## config.mk

```make
export PLATFORM = sky130hd
export DESIGN_NAME = spf_top
export DESIGN_NICKNAME = d
export VERILOG_FILES = /design/src/spf_pkg.sv /design/src/spf_line.sv /design/src/spf_top.sv
export SDC_FILE = /design/constraint.sdc
export NUM_CORES = 1
export LEC_CHECK = 0
export ABC_AREA = 1
export BUFFER_PORTS_ARGS = -buffer_cell sky130_fd_sc_hd__buf_4
export CORE_MARGIN = 4
export CORE_UTILIZATION = 30
export DETAILED_ROUTE_END_ITERATION = 8
export HOLD_SLACK_MARGIN = 0.1
export PLACE_DENSITY_LB_ADDON = 0.3
export SLEW_MARGIN = 40
export SYNTH_ARGS = -nofsm -noshare
export SYNTH_HDL_FRONTEND = slang
export SYNTH_HIERARCHICAL = 1
export SYNTH_SLANG_ARGS = --single-unit
```

## constraint.sdc

```tcl
create_clock -name clk_sys_i -period 1.1 [get_ports clk_sys_i]
set_clock_uncertainty 0.2 [all_clocks]
set_input_delay 0.22 -clock clk_sys_i [delete_from_list [all_inputs] [get_ports clk_sys_i]]
set_output_delay 0.22 -clock clk_sys_i [all_outputs]
set_load 0.02 [all_outputs]
```

## src/spf_pkg.sv

```systemverilog
// Package for the sensor port pin-function select block.
// Assumes one 25 MHz system clock and plain control ports.
package spf_pkg;

    // ------------------------------------------------------------
    // Constants
    // ------------------------------------------------------------
    localparam int   CLK_HZ      = 25_000_000;
    localparam int   WAKE_BITS   = 4;
    localparam logic PIN_IDLE    = 1'b0;
    localparam logic SYNC_RST    = 1'b0;
    // SPI input register after reset: select high, clock and data low
    localparam logic [2:0] SPI_IN_IDLE = 3'h2;

    // Port B line 1 function select
    typedef enum logic [1:0] {
        SPF_B1_GPIO,
        SPF_B1_TIMER,
        SPF_B1_ADC
    } spf_b1_fn_e;

    // Port A line function select (when SPI off)
    typedef enum logic [1:0] {
        SPF_A_GPIO,
        SPF_A_WAKE,
        SPF_A_IRQ
    } spf_a_fn_e;

    // Per-line GPIO configuration
    typedef struct packed {
        logic dir_out;
        logic out_val;
        logic pull_en;
        logic pull_down;
        logic wake_en;
    } spf_line_cfg_s;

    // Pad control for one line
    typedef struct packed {
        logic oe;
        logic o;
        logic pu;
        logic pd;
    } spf_pad_s;

endpackage

```

## src/spf_line.sv

```systemverilog
// One port A line: GPIO with pulls and wake gating.
// Assumes the configuration is stable from the system clock.
`timescale 1ns/1ns
module spf_line (
    // Configuration
    input  wire spf_pkg::spf_line_cfg_s cfg_i,
    input  wire logic                   spi_own_i,
    input  wire logic                   spi_oe_i,
    input  wire logic                   spi_o_i,
    // Pad
    input  wire logic                   pad_i,
    output spf_pkg::spf_pad_s           pad_o,
    // Wake
    output logic                        wake_o
);

    // ------------------------------------------------------------
    // Pad drive and pulls
    // ------------------------------------------------------------
    always_comb begin
        if (spi_own_i) begin
            pad_o.oe = spi_oe_i;
            pad_o.o  = spi_o_i;
            pad_o.pu = 1'b0;
            pad_o.pd = 1'b0;
        end else begin
            pad_o.oe = cfg_i.dir_out;
            pad_o.o  = cfg_i.out_val;
            pad_o.pu = cfg_i.pull_en & ~cfg_i.pull_down;
            pad_o.pd = cfg_i.pull_en & cfg_i.pull_down & cfg_i.wake_en;
        end
        wake_o = ~spi_own_i & cfg_i.wake_en & pad_i;
    end

endmodule

```

## src/spf_top.sv

```systemverilog
// Pin-function select for port A lines 0..3, port B line 1 and LF inputs.
// Assumes synchronous pad inputs and a single system clock.
`timescale 1ns/1ns
module spf_top (
    // Clock and reset
    input  wire logic                   clk_sys_i,
    input  wire logic                   rst_b_i,
    // Control
    input  wire logic                   spi_enable_i,
    input  wire spf_pkg::spf_a_fn_e     a0_fn_i,
    input  wire spf_pkg::spf_a_fn_e     a1_fn_i,
    input  wire spf_pkg::spf_line_cfg_s a0_cfg_i,
    input  wire spf_pkg::spf_line_cfg_s a1_cfg_i,
    input  wire spf_pkg::spf_b1_fn_e    b1_fn_i,
    input  wire logic                   b1_dir_out_i,
    input  wire logic                   b1_out_val_i,
    input  wire logic                   b1_pullup_i,
    input  wire logic                   lowfreq_rx_enable_i,
    // Port A pads
    input  wire logic                   porta_line0_i,
    output logic                        porta_line0_o,
    output logic                        porta_line0_oe_o,
    output logic                        porta_line0_pu_o,
    output logic                        porta_line0_pd_o,
    input  wire logic                   porta_line1_i,
    output logic                        porta_line1_o,
    output logic                        porta_line1_oe_o,
    output logic                        porta_line1_pu_o,
    output logic                        porta_line1_pd_o,
    input  wire logic                   porta_line2_i,
    output logic                        porta_line2_o,
    output logic                        porta_line2_oe_o,
    input  wire logic                   porta_line3_i,
    // Port B line 1 pad
    input  wire logic                   portb_line1_i,
    output logic                        portb_line1_o,
    output logic                        portb_line1_oe_o,
    output logic                        portb_line1_pu_o,
    // Low-frequency receiver inputs
    input  wire logic                   lowfreq_in_pos_i,
    input  wire logic                   lowfreq_in_neg_i,
    output logic                        lowfreq_receiver_pos_o,
    output logic                        lowfreq_receiver_neg_o,
    // SPI client core side
    input  wire logic                   spi_miso_i,
    output logic                        spi_sclk_o,
    output logic                        spi_ss_b_o,
    output logic                        spi_mosi_o,
    // Peripheral side
    output logic [3:0]                  key_wake_input_o,
    output logic                        ext_irq_o,
    output logic                        porta_line0_din_o,
    output logic                        porta_line1_din_o,
    input  wire logic                   timer_pwm_unit_ch1_out_i,
    input  wire logic                   timer_pwm_unit_ch1_oe_i,
    output logic                        timer_pwm_unit_ch1_in_o,
    output logic                        adc_ch4_in_o,
    output logic                        portb_line1_din_o
);

    // ------------------------------------------------------------
    // Reset release
    // ------------------------------------------------------------
    logic rst_meta;
    logic rst_sync;
    logic next_rst_meta;

    always_comb begin
        next_rst_meta = 1'b1;
    end

    always_ff @(posedge clk_sys_i or negedge rst_b_i) begin
        if (!rst_b_i) begin
            rst_meta <= spf_pkg::SYNC_RST;
            rst_sync <= spf_pkg::SYNC_RST;
        end else begin
            rst_meta <= next_rst_meta;
            rst_sync <= rst_meta;
        end
    end

    // ------------------------------------------------------------
    // Function selection state
    // ------------------------------------------------------------
    logic spi_on;
    logic next_spi_on;
    logic lf_on;
    logic next_lf_on;

    always_comb begin
        next_spi_on = spi_enable_i;
        next_lf_on  = lowfreq_rx_enable_i;
    end

    always_ff @(posedge clk_sys_i or negedge rst_sync) begin
        if (!rst_sync) begin
            spi_on <= 1'b0;
            lf_on  <= 1'b0;
        end else begin
            spi_on <= next_spi_on;
            lf_on  <= next_lf_on;
        end
    end

    // ------------------------------------------------------------
    // Port A lines 0 and 1
    // ------------------------------------------------------------
    spf_pkg::spf_pad_s pad0;
    spf_pkg::spf_pad_s pad1;
    logic              wake0;
    logic              wake1;

    spf_line u_line0 (
        .cfg_i     (a0_cfg_i),
        .spi_own_i (spi_on),
        .spi_oe_i  (1'b0),
        .spi_o_i   (1'b0),
        .pad_i     (porta_line0_i),
        .pad_o     (pad0),
        .wake_o    (wake0)
    );

    spf_line u_line1 (
        .cfg_i     (a1_cfg_i),
        .spi_own_i (spi_on),
        .spi_oe_i  (1'b0),
        .spi_o_i   (1'b0),
        .pad_i     (porta_line1_i),
        .pad_o     (pad1),
        .wake_o    (wake1)
    );

    // Registered input routing
    logic [3:0] next_wake;
    logic       next_irq;
    logic       next_din0;
    logic       next_din1;
    logic [2:0] next_spi_in;
    logic [3:0] wake_q;
    logic       irq_q;
    logic       din0_q;
    logic       din1_q;
    logic [2:0] spi_in_q;

    always_comb begin
        next_wake      = '0;
        next_wake[0]   = wake0 & (a0_fn_i == spf_pkg::SPF_A_WAKE);
        next_wake[1]   = wake1 & (a1_fn_i == spf_pkg::SPF_A_WAKE);
        next_irq       = ~spi_on & (a0_fn_i == spf_pkg::SPF_A_IRQ) & porta_line0_i;
        next_din0      = ~spi_on & porta_line0_i;
        next_din1      = ~spi_on & porta_line1_i;
        next_spi_in[0] = spi_on & porta_line1_i;
        next_spi_in[1] = ~spi_on | porta_line0_i;
        next_spi_in[2] = spi_on & porta_line3_i;
    end

    always_ff @(posedge clk_sys_i or negedge rst_sync) begin
        if (!rst_sync) begin
            wake_q   <= '0;
            irq_q    <= 1'b0;
            din0_q   <= 1'b0;
            din1_q   <= 1'b0;
            spi_in_q <= spf_pkg::SPI_IN_IDLE;
        end else begin
            wake_q   <= next_wake;
            irq_q    <= next_irq;
            din0_q   <= next_din0;
            din1_q   <= next_din1;
            spi_in_q <= next_spi_in;
        end
    end

    // Port A line 0/1 pads and inputs
    always_comb begin
        porta_line0_o     = pad0.o;
        porta_line0_oe_o  = pad0.oe;
        porta_line0_pu_o  = pad0.pu;
        porta_line0_pd_o  = pad0.pd;
        porta_line1_o     = pad1.o;
        porta_line1_oe_o  = pad1.oe;
        porta_line1_pu_o  = pad1.pu;
        porta_line1_pd_o  = pad1.pd;
        key_wake_input_o  = wake_q;
        ext_irq_o         = irq_q;
        porta_line0_din_o = din0_q;
        porta_line1_din_o = din1_q;
        spi_sclk_o        = spi_in_q[0];
        spi_ss_b_o        = spi_in_q[1];
        spi_mosi_o        = spi_in_q[2];
    end

    // ------------------------------------------------------------
    // Port A line 2 as MISO
    // ------------------------------------------------------------
    always_comb begin
        porta_line2_oe_o = spi_on & ~spi_ss_b_o;
        porta_line2_o    = spi_on & spi_miso_i;
    end

    // ------------------------------------------------------------
    // Port B line 1 routing
    // ------------------------------------------------------------
    logic next_tin;
    logic next_adc;
    logic next_bdin;
    logic tin_q;
    logic adc_q;
    logic bdin_q;

    always_comb begin
        case (b1_fn_i)
            spf_pkg::SPF_B1_TIMER: begin
                portb_line1_oe_o = timer_pwm_unit_ch1_oe_i;
                portb_line1_o    = timer_pwm_unit_ch1_out_i;
                portb_line1_pu_o = 1'b0;
            end
            spf_pkg::SPF_B1_ADC: begin
                portb_line1_oe_o = 1'b0;
                portb_line1_o    = spf_pkg::PIN_IDLE;
                portb_line1_pu_o = 1'b0;
            end
            default: begin
                portb_line1_oe_o = b1_dir_out_i;
                portb_line1_o    = b1_out_val_i;
                portb_line1_pu_o = b1_pullup_i & ~b1_dir_out_i;
            end
        endcase
        next_tin  = (b1_fn_i == spf_pkg::SPF_B1_TIMER) & portb_line1_i;
        next_adc  = (b1_fn_i == spf_pkg::SPF_B1_ADC) & portb_line1_i;
        next_bdin = (b1_fn_i == spf_pkg::SPF_B1_GPIO) & portb_line1_i;
    end

    always_ff @(posedge clk_sys_i or negedge rst_sync) begin
        if (!rst_sync) begin
            tin_q  <= 1'b0;
            adc_q  <= 1'b0;
            bdin_q <= 1'b0;
        end else begin
            tin_q  <= next_tin;
            adc_q  <= next_adc;
            bdin_q <= next_bdin;
        end
    end

    // ------------------------------------------------------------
    // Low-frequency receiver gating and B1 inputs
    // ------------------------------------------------------------
    always_comb begin
        lowfreq_receiver_pos_o  = lf_on & lowfreq_in_pos_i;
        lowfreq_receiver_neg_o  = lf_on & lowfreq_in_neg_i;
        timer_pwm_unit_ch1_in_o = tin_q;
        adc_ch4_in_o            = adc_q;
        portb_line1_din_o       = bdin_q;
    end

    // ------------------------------------------------------------
    // Assertions
    // ------------------------------------------------------------
    property p_pd_gate;
        @(posedge clk_sys_i) disable iff (!rst_sync)
        porta_line0_pd_o |-> (a0_cfg_i.wake_en && !spi_on);
    endproperty
    a_pd_gate: assert property (p_pd_gate) else $error("pull-down without wake enable");

    property p_wake1;
        @(posedge clk_sys_i) disable iff (!rst_sync)
        (!spi_on && a1_cfg_i.wake_en && a1_fn_i == spf_pkg::SPF_A_WAKE && porta_line1_i)
            |=> key_wake_input_o[1];
    endproperty
    a_wake1: assert property (p_wake1) else $error("line1 wake bit missed");

    property p_sclk;
        @(posedge clk_sys_i) disable iff (!rst_sync)
        spi_on |=> (spi_sclk_o == $past(porta_line1_i));
    endproperty
    a_sclk: assert property (p_sclk) else $error("sclk not from line1");

    property p_a0_gpio;
        @(posedge clk_sys_i) disable iff (!rst_sync)
        !spi_on |-> (porta_line0_oe_o == a0_cfg_i.dir_out);
    endproperty
    a_a0_gpio: assert property (p_a0_gpio) else $error("line0 direction wrong");

    property p_irq;
        @(posedge clk_sys_i) disable iff (!rst_sync)
        ext_irq_o |-> $past(a0_fn_i == spf_pkg::SPF_A_IRQ && !spi_on);
    endproperty
    a_irq: assert property (p_irq) else $error("irq from wrong function");

    property p_ss;
        @(posedge clk_sys_i) disable iff (!rst_sync)
        spi_on |=> (spi_ss_b_o == $past(porta_line0_i)) && !key_wake_input_o[0];
    endproperty
    a_ss: assert property (p_ss) else $error("select not from line0");

    property p_b1_adc;
        @(posedge clk_sys_i) disable iff (!rst_sync)
        (b1_fn_i == spf_pkg::SPF_B1_ADC) |-> !portb_line1_oe_o ##1 (adc_ch4_in_o == $past(portb_line1_i));
    endproperty
    a_b1_adc: assert property (p_b1_adc) else $error("adc routing wrong");

    property p_b1_gpio;
        @(posedge clk_sys_i) disable iff (!rst_sync)
        (b1_fn_i == spf_pkg::SPF_B1_GPIO) |-> (portb_line1_oe_o == b1_dir_out_i);
    endproperty
    a_b1_gpio: assert property (p_b1_gpio) else $error("b1 gpio direction wrong");

    property p_lf;
        @(posedge clk_sys_i) disable iff (!rst_sync)
        !lf_on |-> !lowfreq_receiver_pos_o && !lowfreq_receiver_neg_o;
    endproperty
    a_lf: assert property (p_lf) else $error("lf passed while disabled");

    property p_miso;
        @(posedge clk_sys_i) disable iff (!rst_sync)
        !spi_on |-> !porta_line2_oe_o;
    endproperty
    a_miso: assert property (p_miso) else $error("miso driven while spi off");

    property p_restore;
        @(posedge clk_sys_i) disable iff (!rst_sync)
        $fell(spi_on) |-> (porta_line1_oe_o == a1_cfg_i.dir_out) ##1 !spi_sclk_o;
    endproperty
    a_restore: assert property (p_restore) else $error("line1 not restored");

    c_spi:  cover property (@(posedge clk_sys_i) disable iff (!rst_sync) $rose(spi_on));
    c_wake: cover property (@(posedge clk_sys_i) disable iff (!rst_sync) key_wake_input_o[0]);
    c_irq:  cover property (@(posedge clk_sys_i) disable iff (!rst_sync) ext_irq_o);
    c_lf:   cover property (@(posedge clk_sys_i) disable iff (!rst_sync) lowfreq_receiver_pos_o);

endmodule

```

* Word-level counts from Yosys, hierarchy flattened
Cells that the tools add are included.
Storage, ports and cells: register bits 15, bits in latches 0, memory bits (writable) 0, bits in read-only memories 0, input port bits 33, output and inout bits 28, word-level logic and storage cells 56, memories kept 0
Operators by class: add/subtract/negate cells 0, $mul 0, divide/modulo/power cells 0, magnitude comparators 0, equal/unequal tests 5, shift operators 0, multiplexer cells 5, bitwise gates (word level) 32, reductions and logical operators 2
Operator list (count):
- $and 1x1->1 | 26
- $mux 4 | 2
- $eq 2x1->1 const B | 3
- $not 1->1 | 5
- $eq 2x2->1 const B | 2
- $pmux 1 s2 | 2
- $logic_not 2->1 | 1
- $reduce_or 2->1 | 1
- $mux 1 | 1
- $or 1x1->1 | 1

* Depth between registers and ports, before layout
Gate-level depths: netlist of the first run.
word-level depth 4, gate-level depth with buffers 5, depth with buffers taken out 5

* By module
Netlist of the first run, hierarchy kept.
Modules (own cells, without submodules):
- spf_top | instances 1, cells each 64, area an instance 599.3 um2, sequential area each 376.6 um2
- spf_line | instances 2, cells each 15, area an instance 58.8 um2, sequential area each 0.0 um2

* Least setup slack after synthesis of the first run
Ideal clock, no wire load.
path kind register to output, start point register spi_on, end point output port porta_line0_pd_o, arrival time 923 ps, data required time 680 ps, path slack -243 ps, cell stages (with the launch flop) 4, buffers on the path 0, cell sequence dfrtp_1 inv_2 nand2_2 nor2_1
Between the ends: word-level cells in the longest chain between the ends 1
RTL lines:
- start, declared | line spf_top.sv:85 | logic spi_on;
- start signal, assigned | line spf_top.sv:100 | spi_on <= next_spi_on;
- $mux 4 | line spf_line.sv:21 | if (spi_own_i) begin
- end, declared | line spf_top.sv:24 | output logic porta_line0_pd_o,
Every way passes these cells.

* Final worst setup path of the first run
start point register spi_on, end point output port porta_line0_oe_o
Between the ends: word-level cells in the longest chain between the ends 1
RTL lines:
- $mux 4 | line spf_line.sv:21
- end, declared | line spf_top.sv:22 | output logic porta_line0_oe_o,
Every way passes these cells.

==> results of run 1 <==
-- routing by layer --
metal	vias to the layer above	track usage, %	part of all wire, %
li1	425	-	-
met1	419	13.1	29
met2	27	34.3	66
met3	2	5.06	4.7
met4	0	1.99	0.23
met5	-	0	0
-- final cells by class --
class / count / area, µm²
timing repair buffer: 79 / 757
fill: 169 / 543
multi-input combinational: 60 / 392
sequential: 15 / 378
inverter: 22 / 103
tap: 28 / 35.0
clock buffer: 4 / 26.3
-- logic make-up after synthesis --
family,count (synthesis)
adders and majority gates,3
buffers and inverters,24
DFF,15
other,2
and+or+nand+nor,50
-- power by group through the flow --
stage / Combinational (mW) / Sequential (mW) / Clock [mW]
floorplan: 0.158 / 0.627 / 0
CTS: 0.488 / 0.596 / 0.308
global placement: 0.364 / 0.605 / 0
detailed placement: 0.375 / 0.607 / 0
finish: 0.519 / 0.596 / 0.298
global route: 0.551 / 0.599 / 0.341
-- state kept, by name, indices dropped and copies added, names as in the netlist --
signal and flops:
rst_meta 1, rst_sync 1, key_wake_input_o 2, spi_on 1
portb_line1_din_o 1, porta_line1_din_o 1, adc_ch4_in_o 1, spi_in_q 3
porta_line0_din_o 1, timer_pwm_unit_ch1_in_o 1, ext_irq_o 1, lf_on 1
-- cell usage in the layout (no fill, tap or decap), types with 3 or more instances in the layout --
cell and count:
inv_2 6, inv_1 13, nand2_1 21, nor2_1 5, buf_6 31, conb_1 7
clkbuf_4 3, dlygate4sd3_1 11, nor2_4 6, nand2_2 10, buf_4 35, nand2_4 4
dfrtp_1 13
-- metrics by stage --
step,cell area [µm²],instances,power [mW],setup TNS (ns)
floorplan,830,99,0.785,-0.463
global placement,1300,185,0.970,-2.17
detailed placement,1300,185,0.982,-2.40
CTS,1630,206,1.39,-7.32
global route,1690,208,1.49,-9.15
finish,1690,208,1.41,-7.60
-- worst max path at each step --
stage	end	slack, ns	cells past startpoint	startpoint
2_1_floorplan	porta_line0_pd_o	-0.08	3	spi_on
3_3_place_gp	portb_line1_o	-0.28	7	b1_fn_i[0]
3_5_place_dp	portb_line1_o	-0.31	7	b1_fn_i[0]
4_1_cts	porta_line0_pd_o	-0.45	4	spi_on
5_1_grt	porta_line0_pd_o	-0.52	4	spi_on
6_report	porta_line0_oe_o	-0.46	4	spi_on
-- what timing repair did --
item | in CTS | in global routing
resized for setup | 43 | 13
gates cloned | 0 | 0
buffers inserted | 6 | 4
hold endpoints to repair | 19 | 7
pin swaps | 9 | 5
setup endpoints to repair | 28 | 34
==> metrics.txt, run 1 <==
Starting Density=32.1%; Total Routing Usage GR=15.7%; Avg Inst Size Synth=7.63 µm²; final RePlAce weighted congestion=0.740; mux contribution to synthesized area=0%; largest net degree at the start of global routing=9; row count=17; R2R Setup Slk=-0.25 ns; largest family of logic cells by synthesized area=simple AND/OR/NAND/NOR gates; endpoints failing setup=34; Startpoint Class=flop; final core occ=75.7%; Comb pwr share=36.8%; Seq cells post-synth=15; CTS buffer count=3; cells along the critical path=inv_2 > nand2_1 > nand2_2 > buf_6; Synth Area in Adders=5.24%; Leak=0.935 nW; Simple-Gate Fraction of Synth Area=27.6%; failing checks=hold timing, setup timing; Yosys warnings=6; vias in the first global route=901; worst r2r dst=spi_in_q[0]; WHS=-0.110 ns; Commonest cells post-synth=nand2_1 (33), inv_1 (19), dfrtp_1 (14), nor2_1 (12); Reg clk slew, reported paths=0.09 ns; Clk Latency, worst-skew pair=0.28 ns; Hold WC Path Type=reg2async; Die Wd=56.9 µm; drt first pass iters=4; Power Density=836 nW/µm²; Critical R2R Launch=spi_on; Peak Freq=640 MHz; I/O Buffers=57; share of cells above drive strength 1=59.4%; first-pass GRT wire length=3820 µm; Arr. time, crit path=1.14 ns; CTS tree=built; RSZ-0062 raised after global routing=true; Cells after Synth=94; CP required=0.68 ns; count leader, synth=nand2_1; mapped cell area=717 µm²; Vias/cell=4.20; Hold Vio Cnt, Final=4; number of synthesized flops with an enable pin=0; top cell type's share of synthesized area=48.9%; WL/cell=12.7 µm; cell internal pwr=996 µW; worst vdd ir=702 µV; initial drt markers=6; CTS sink cnt=15; die area=3240 µm²; Worst path slowest cell=dfrtp_2; Psw=417 µW; fin crit period=1.56 ns; Sw Ratio=29.5%; Yosys top cell by area=dfrtp_1; Die H=56.9 µm; Net count, final=217; initial antenna violation count=0; CTS max path bufs=2; CTS Root Cell=clkbuf_4; final worst setup slack=-0.462 ns; Detailed Place HPWL=1810 µm; XOR/XNOR share of the synthesized area=0%; final worst-path cycle share=142%; Max Cap Viol=0; crit-path leading delay family=flip-flops; Routed WL=2640 µm; IO Pins=61; CP endpoint kind=primary output; max incr delay on CP=0.47 ns; Ant. Diodes=0; Synth cell types=12; Overflow after GRT=0; sequential area share after synthesis=52.5%; Pins Over Slew Limit=0; worst r2r path cells=6; status=finished, violations left; prevailing post-synth register cell=dfrtp_1; antenna viol nets, final=0; CTS HTree Levels=1; hold buffer count at cts=11; clock share of power=21.1%; ys async rst share=100%; WP buf/inv=2; Seq pwr share=42.2%; via count=873; Area Overhead vs Synth=136%; Compound-Gate Fraction of Synth Area=0%; dpl ws=-0.306 ns; Setup CP Type=reg2out; top cells by area, synth=dfrtp_1 (49%), nand2_1 (17%), inv_1 (9.9%); Post-route DRC=0; worst-path fanout max=6; CORE AREA=2230 µm²
Power figures use the tool's default switching activity.
==> run 2: changes to the inputs <==
--- a/config.mk
+++ b/config.mk
@@ -7,6 +7,7 @@
 export LEC_CHECK = 0
 export ABC_AREA = 1
 export BUFFER_PORTS_ARGS = -buffer_cell sky130_fd_sc_hd__buf_4
+export CORE_ASPECT_RATIO = 0.8
 export CORE_MARGIN = 4
 export CORE_UTILIZATION = 30
 export DETAILED_ROUTE_END_ITERATION = 8
==> metrics.txt, run 2 (synthesis gave the netlist of run 1 again) <==
dpl cells=182 (-1.6%); WL/cell=11.3 µm (-11%); first-pass GRT wire length=3950 µm (+3.2%); fin crit period=1.57 ns (+0.0125 ns); cells along the critical path=buf_6 > inv_6 > nand2_4 > nor2_4 > buf_6; final-layout fill cell count=147 (-13%); number of flip-flops under the largest register name=3 (unchanged); WP buf/inv=3 (+1); drt first pass iters=3 (-1); Area Overhead vs Synth=131%; placed cell area=1300 µm² (-0.29%); CTS tree=built; design area=1660 µm² (-1.9%); Max Cap Viol=0 (unchanged); final RePlAce weighted congestion=0.718 (-3.0%); Hold WC Path Type=reg2async; Ant. Diodes=0 (unchanged); most frequent cells in the layout=buf_4 (35), buf_6 (27), nand2_1 (21); Vias/cell=4.08 (-2.8%); initial drt markers=6 (unchanged); status=finished, violations left; Hold Vio Cnt, Final=5 (+1); Routed WL=2290 µm (-13%); Clk Latency, worst-skew pair=0.29 ns (about the same); crit-path leading delay family=flip-flops; max incr delay on CP=0.43 ns (-0.04 ns); hold buffer count at cts=12 (+1); failing checks=hold timing, setup timing; total power=1.41 mW (about the same); CP required=0.68 ns (about the same); endpoints failing setup=30 (-12%); antenna viol nets, final=0 (unchanged); CTS sink cnt=15 (unchanged); CP endpoint kind=primary output; die area=3240 µm² (+0.15%); Detailed Place HPWL=1640 µm (-9.3%); register bank with the most flops=spi_in_q; IO Pins=61 (unchanged); worst-path fanout max=3 (-3); Starting Density=32.4% (+0.27 points); final core occ=74.9% (-0.83 points); CTS HTree Levels=1 (unchanged); Arr. time, crit path=1.15 ns (about the same); initial antenna violation count=0 (unchanged); Net count, final=215 (-0.92%); CTS Root Cell=clkbuf_4; share of cells above drive strength 1=57.9% (-1.6 points); CTS buffer count=3 (unchanged); row count=15 (-2); Power Density=852 nW/µm² (+2.0%); worst vdd ir=429 µV (-39%); final worst setup slack=-0.475 ns (-0.0125 ns); Post-route DRC=0 (unchanged); I/O Buffers=57 (unchanged); CORE AREA=2210 µm² (-0.84%); CTS max path bufs=2 (unchanged); Pins Over Slew Limit=0 (unchanged); Peak Freq=635 MHz (-0.79%); largest net degree at the start of global routing=10 (+1); Startpoint Class=flop; commonest non-fill, non-tap cell in the layout=buf_4; most frequent CP cell=buf_6; final worst-path cycle share=143% (+1.1 points); Setup CP Type=reg2out; Die Wd=62.7 µm (+10%); fin cells=203 (-2.4%); WHS=-0.0809 ns (+0.0288 ns); RSZ-0062 raised after global routing=true; Overflow after GRT=0 (unchanged); vias in the first global route=881 (-2.2%); Leak=0.926 nW (-0.97%); dpl ws=-0.332 ns (-0.0260 ns); Worst path slowest cell=dfrtp_2; via count=828 (-5.2%); Reg clk slew, reported paths=0.09 ns (about the same); Total Routing Usage GR=15.8% (+0.18 points); Die H=51.7 µm (-9.1%)
[run 2: cell type report]
cell class | count | area [µm²] | area share, %
flip-flops and latches | 15 | 378 | 22.8
multi-input cells | 60 | 379 | 22.9
inverters | 22 | 115 | 6.94
repair buffers | 77 | 727 | 43.8
clock buffers | 3 | 22.5 | 1.36
well taps | 25 | 31.3 | 1.89
clock inverters | 1 | 5.00 | 0.302
[run 2: worst register-to-register path, stage by stage (launching register included)]
cell and delay, ns:
dfrtp_2 0.43, buf_6 0.14, inv_6 0.06, nand2_4 0.05
nor2_2 0.10, nand2_1 0.05, nor2_1 0.08
[run 2: timing repair]
| action | CTS | global route |
|---|---|---|
| hold endpoints to repair | 20 | 7 |
| buffers inserted | 5 | 0 |
| endpoints found under the setup margin | 29 | 30 |
| cloned | 0 | 0 |
| pin swaps | 8 | 4 |
| resized for setup | 45 | 6 |
[run 2: final timing paths]
| check | start | endpoint | slack (ns) | cells after the start |
|---|---|---|---|---|
| max in group asynchronous | rst_b_i | rst_meta | 0.01 | 3 |
| worst max-delay path | spi_on | porta_line0_pd_o | -0.47 | 5 |
| worst max register to register | spi_on | key_wake_input_o[1] | -0.06 | 6 |
| worst min register to register | rst_sync | spi_in_q[2] | -0.08 | 0 |
| min in group clk_sys_i | a0_cfg_i[0] | key_wake_input_o[0] | 0.07 | 5 |
| worst min-delay path | rst_sync | spi_in_q[2] | -0.08 | 0 |
[run 2: routing by layer]
| layer | vias up | GRT usage, % | wire length (µm) | part of all wire [%] |
|---|---|---|---|---|
| li1 | 423 | - | - | - |
| met1 | 375 | 15.7 | 799 | 35 |
| met2 | 30 | 33.1 | 1330 | 58 |
| met3 | 0 | 4.97 | 153 | 6.7 |
| met4 | 0 | 2.20 | 0 | 0 |
| met5 | - | 0 | 0 | 0 |
[run 2: where the power goes]
part           leakage, nW  switching (mW)  internal (mW)
clock network       0.0177           0.182          0.135
logic                0.719           0.233          0.271
registers            0.189          0.0164          0.576
total                0.926           0.431          0.982
[run 2: per-stage QoR]
| step | hold slack [ns] | TNS [ns] |
|---|---|---|
| global route | -0.0459 | -8.33 |
| floorplan | -0.276 | -0.463 |
| global placement | -0.198 | -2.19 |
| finish | -0.0809 | -7.09 |
| detailed placement | -0.197 | -2.61 |
| CTS | -0.0723 | -7.16 |
==> run 3: changes to the inputs <==
--- a/config.mk
+++ b/config.mk
@@ -6,11 +6,11 @@
 export NUM_CORES = 1
 export LEC_CHECK = 0
 export ABC_AREA = 1
-export BUFFER_PORTS_ARGS = -buffer_cell sky130_fd_sc_hd__buf_4
 export CORE_ASPECT_RATIO = 0.8
 export CORE_MARGIN = 4
 export CORE_UTILIZATION = 30
 export DETAILED_ROUTE_END_ITERATION = 8
+export DONT_BUFFER_PORTS = 1
 export HOLD_SLACK_MARGIN = 0.1
 export PLACE_DENSITY_LB_ADDON = 0.3
 export SLEW_MARGIN = 40
==> metrics.txt, run 3 (synthesis gave the netlist of run 1 again) <==
max incr delay on CP=0.47 ns (+0.04 ns); final worst-path cycle share=136% (-7.2 points); antenna viol nets, final=0 (unchanged); Peak Freq=669 MHz (+5.3%); endpoints failing setup=30 (unchanged); Comb pwr share=24.2% (-11 points); Post-route DRC=0 (unchanged); Clk Latency, worst-skew pair=0.27 ns (-0.02 ns); first-pass GRT wire length=2950 µm (-25%); row count=15 (unchanged); Net count, final=162 (-25%); largest net degree at the start of global routing=9 (-1); Hold WC Path Type=reg2async; Max Cap Viol=0 (unchanged); worst-path fanout max=6 (+3); cell internal pwr=841 µW (-14%); CTS buffer count=3 (unchanged); Sw Ratio=30.5% (-0.046 points); dpl ws=-0.120 ns (+0.212 ns); I/O Buffers=0 (-100%); Reg area=388 µm² (+2.6%); CP endpoint kind=primary output; Ant. Diodes=0 (unchanged); Vias/cell=4.26 (+4.4%); Arr. time, crit path=1.08 ns (-0.07 ns); hold buffer count at cts=15 (+3); Area Overhead vs Synth=66.1%; drt first pass iters=4 (+1); commonest non-fill, non-tap cell in the layout=nand2_1; share of cells above drive strength 1=45.6% (-12 points); via count=639 (-23%); CP required=0.68 ns (about the same); IO Pins=61 (unchanged); CTS Root Cell=clkbuf_4; Hold Vio Cnt, Final=13 (+8); Psw=369 µW (-15%); Die Wd=62.7 µm (unchanged); Detailed Place HPWL=1370 µm (-17%); CTS max path bufs=2 (unchanged); Power Density=1020 nW/µm² (+19%); Setup CP Type=reg2out; Routed WL=1910 µm (-16%); CTS HTree Levels=1 (unchanged); initial drt markers=9 (+3); Overflow after GRT=0 (unchanged); worst vdd ir=334 µV (-22%); CTS sink cnt=15 (unchanged); Total Routing Usage GR=11.7% (-4.1 points); failing checks=hold timing, setup timing; clock share of power=25.1% (+2.6 points); Starting Density=32.4% (unchanged); WP buf/inv=1 (-2); CTS tree=built; Seq pwr share=50.8% (+8.9 points); crit-path leading delay family=flip-flops; Worst path slowest cell=dfrtp_2; final RePlAce weighted congestion=0.614 (-14%); Multi-input gate area=414 µm² (+9.2%); initial antenna violation count=0 (unchanged); cells along the critical path=inv_2 > nand2_4 > nor2_4; Pins Over Slew Limit=0 (unchanged); final-layout fill cell count=201 (+37%); Leak=0.623 nW (-33%); fin crit period=1.50 ns (-0.0797 ns); RSZ-0062 raised after global routing=true; vias in the first global route=638 (-28%); number of flip-flops under the largest register name=3 (unchanged); register bank with the most flops=spi_in_q; WHS=-0.0426 ns (+0.0383 ns); CORE AREA=2210 µm² (unchanged); die area=3240 µm² (unchanged); most frequent cells in the layout=nand2_1 (23), dlygate4sd3_1 (14), inv_1 (13); WL/cell=12.8 µm (+13%); Die H=51.7 µm (unchanged); final worst setup slack=-0.395 ns (+0.0797 ns); Startpoint Class=flop; status=finished, violations left; Reg clk slew, reported paths=0.09 ns (about the same)
[run 3: power by group through the flow]
stage	registers, mW	logic, mW	clock network (mW)
floorplan	0.627	0.158	0
global placement	0.624	0.184	0
detailed placement	0.626	0.186	0
CTS	0.614	0.263	0.316
global route	0.617	0.319	0.347
finish	0.614	0.292	0.303
[run 3: through the flow]
step                      power, mW  area (µm²)  std cells  setup TNS, ns  utilization (%)
final                          1.21        1190        150          -4.91             53.8
after global placement        0.808         876        126         -0.732             39.5
after global routing           1.28        1190        150          -6.19             53.8
after floorplan               0.785         830         99         -0.463                -
after CTS                      1.19        1120        149          -5.03             50.6
after detailed placement      0.812         876        126         -0.926             39.5
[run 3: final cells by class]
type / instances / share of cell area [%]
Multi-Input combinational cell: 60 / 34.8
Inverter: 22 / 9.45
Timing Repair Buffer: 24 / 18.4
Clock buffer: 4 / 2.21
Sequential cell: 15 / 32.6
Tap cell: 25 / 2.63
[run 3: path summary, 6_finish.rpt]
kind	from	endpoint	slack [ns]	cells past startpoint
max	spi_on	porta_line0_pd_o	-0.40	3
min	rst_sync	key_wake_input_o[0]	-0.04	1
min reg2reg	rst_sync	key_wake_input_o[0]	-0.04	1
min in group clk_sys_i	a1_cfg_i[0]	key_wake_input_o[1]	-0.04	4
max in group asynchronous	rst_b_i	rst_meta	0.05	2
max reg2reg	spi_on	key_wake_input_o[0]	-0.12	6
[run 3: metal layers]
| metal | routed length (µm) | track usage, % | vias up |
|---|---|---|---|
| li1 | - | - | 317 |
| met1 | 624 | 11.1 | 294 |
| met2 | 1150 | 23.7 | 28 |
| met3 | 142 | 5.18 | 0 |
| met4 | 0 | 2.20 | 0 |
| met5 | 0 | 0 | - |
[run 3: what timing repair did]
action                                 in CTS  in global routing
endpoints found under the hold margin      27                 14
pin swaps                                  10                  9
buffers inserted                            4                  2
setup endpoints to repair                  28                 37
gates resized for setup                    18                 17
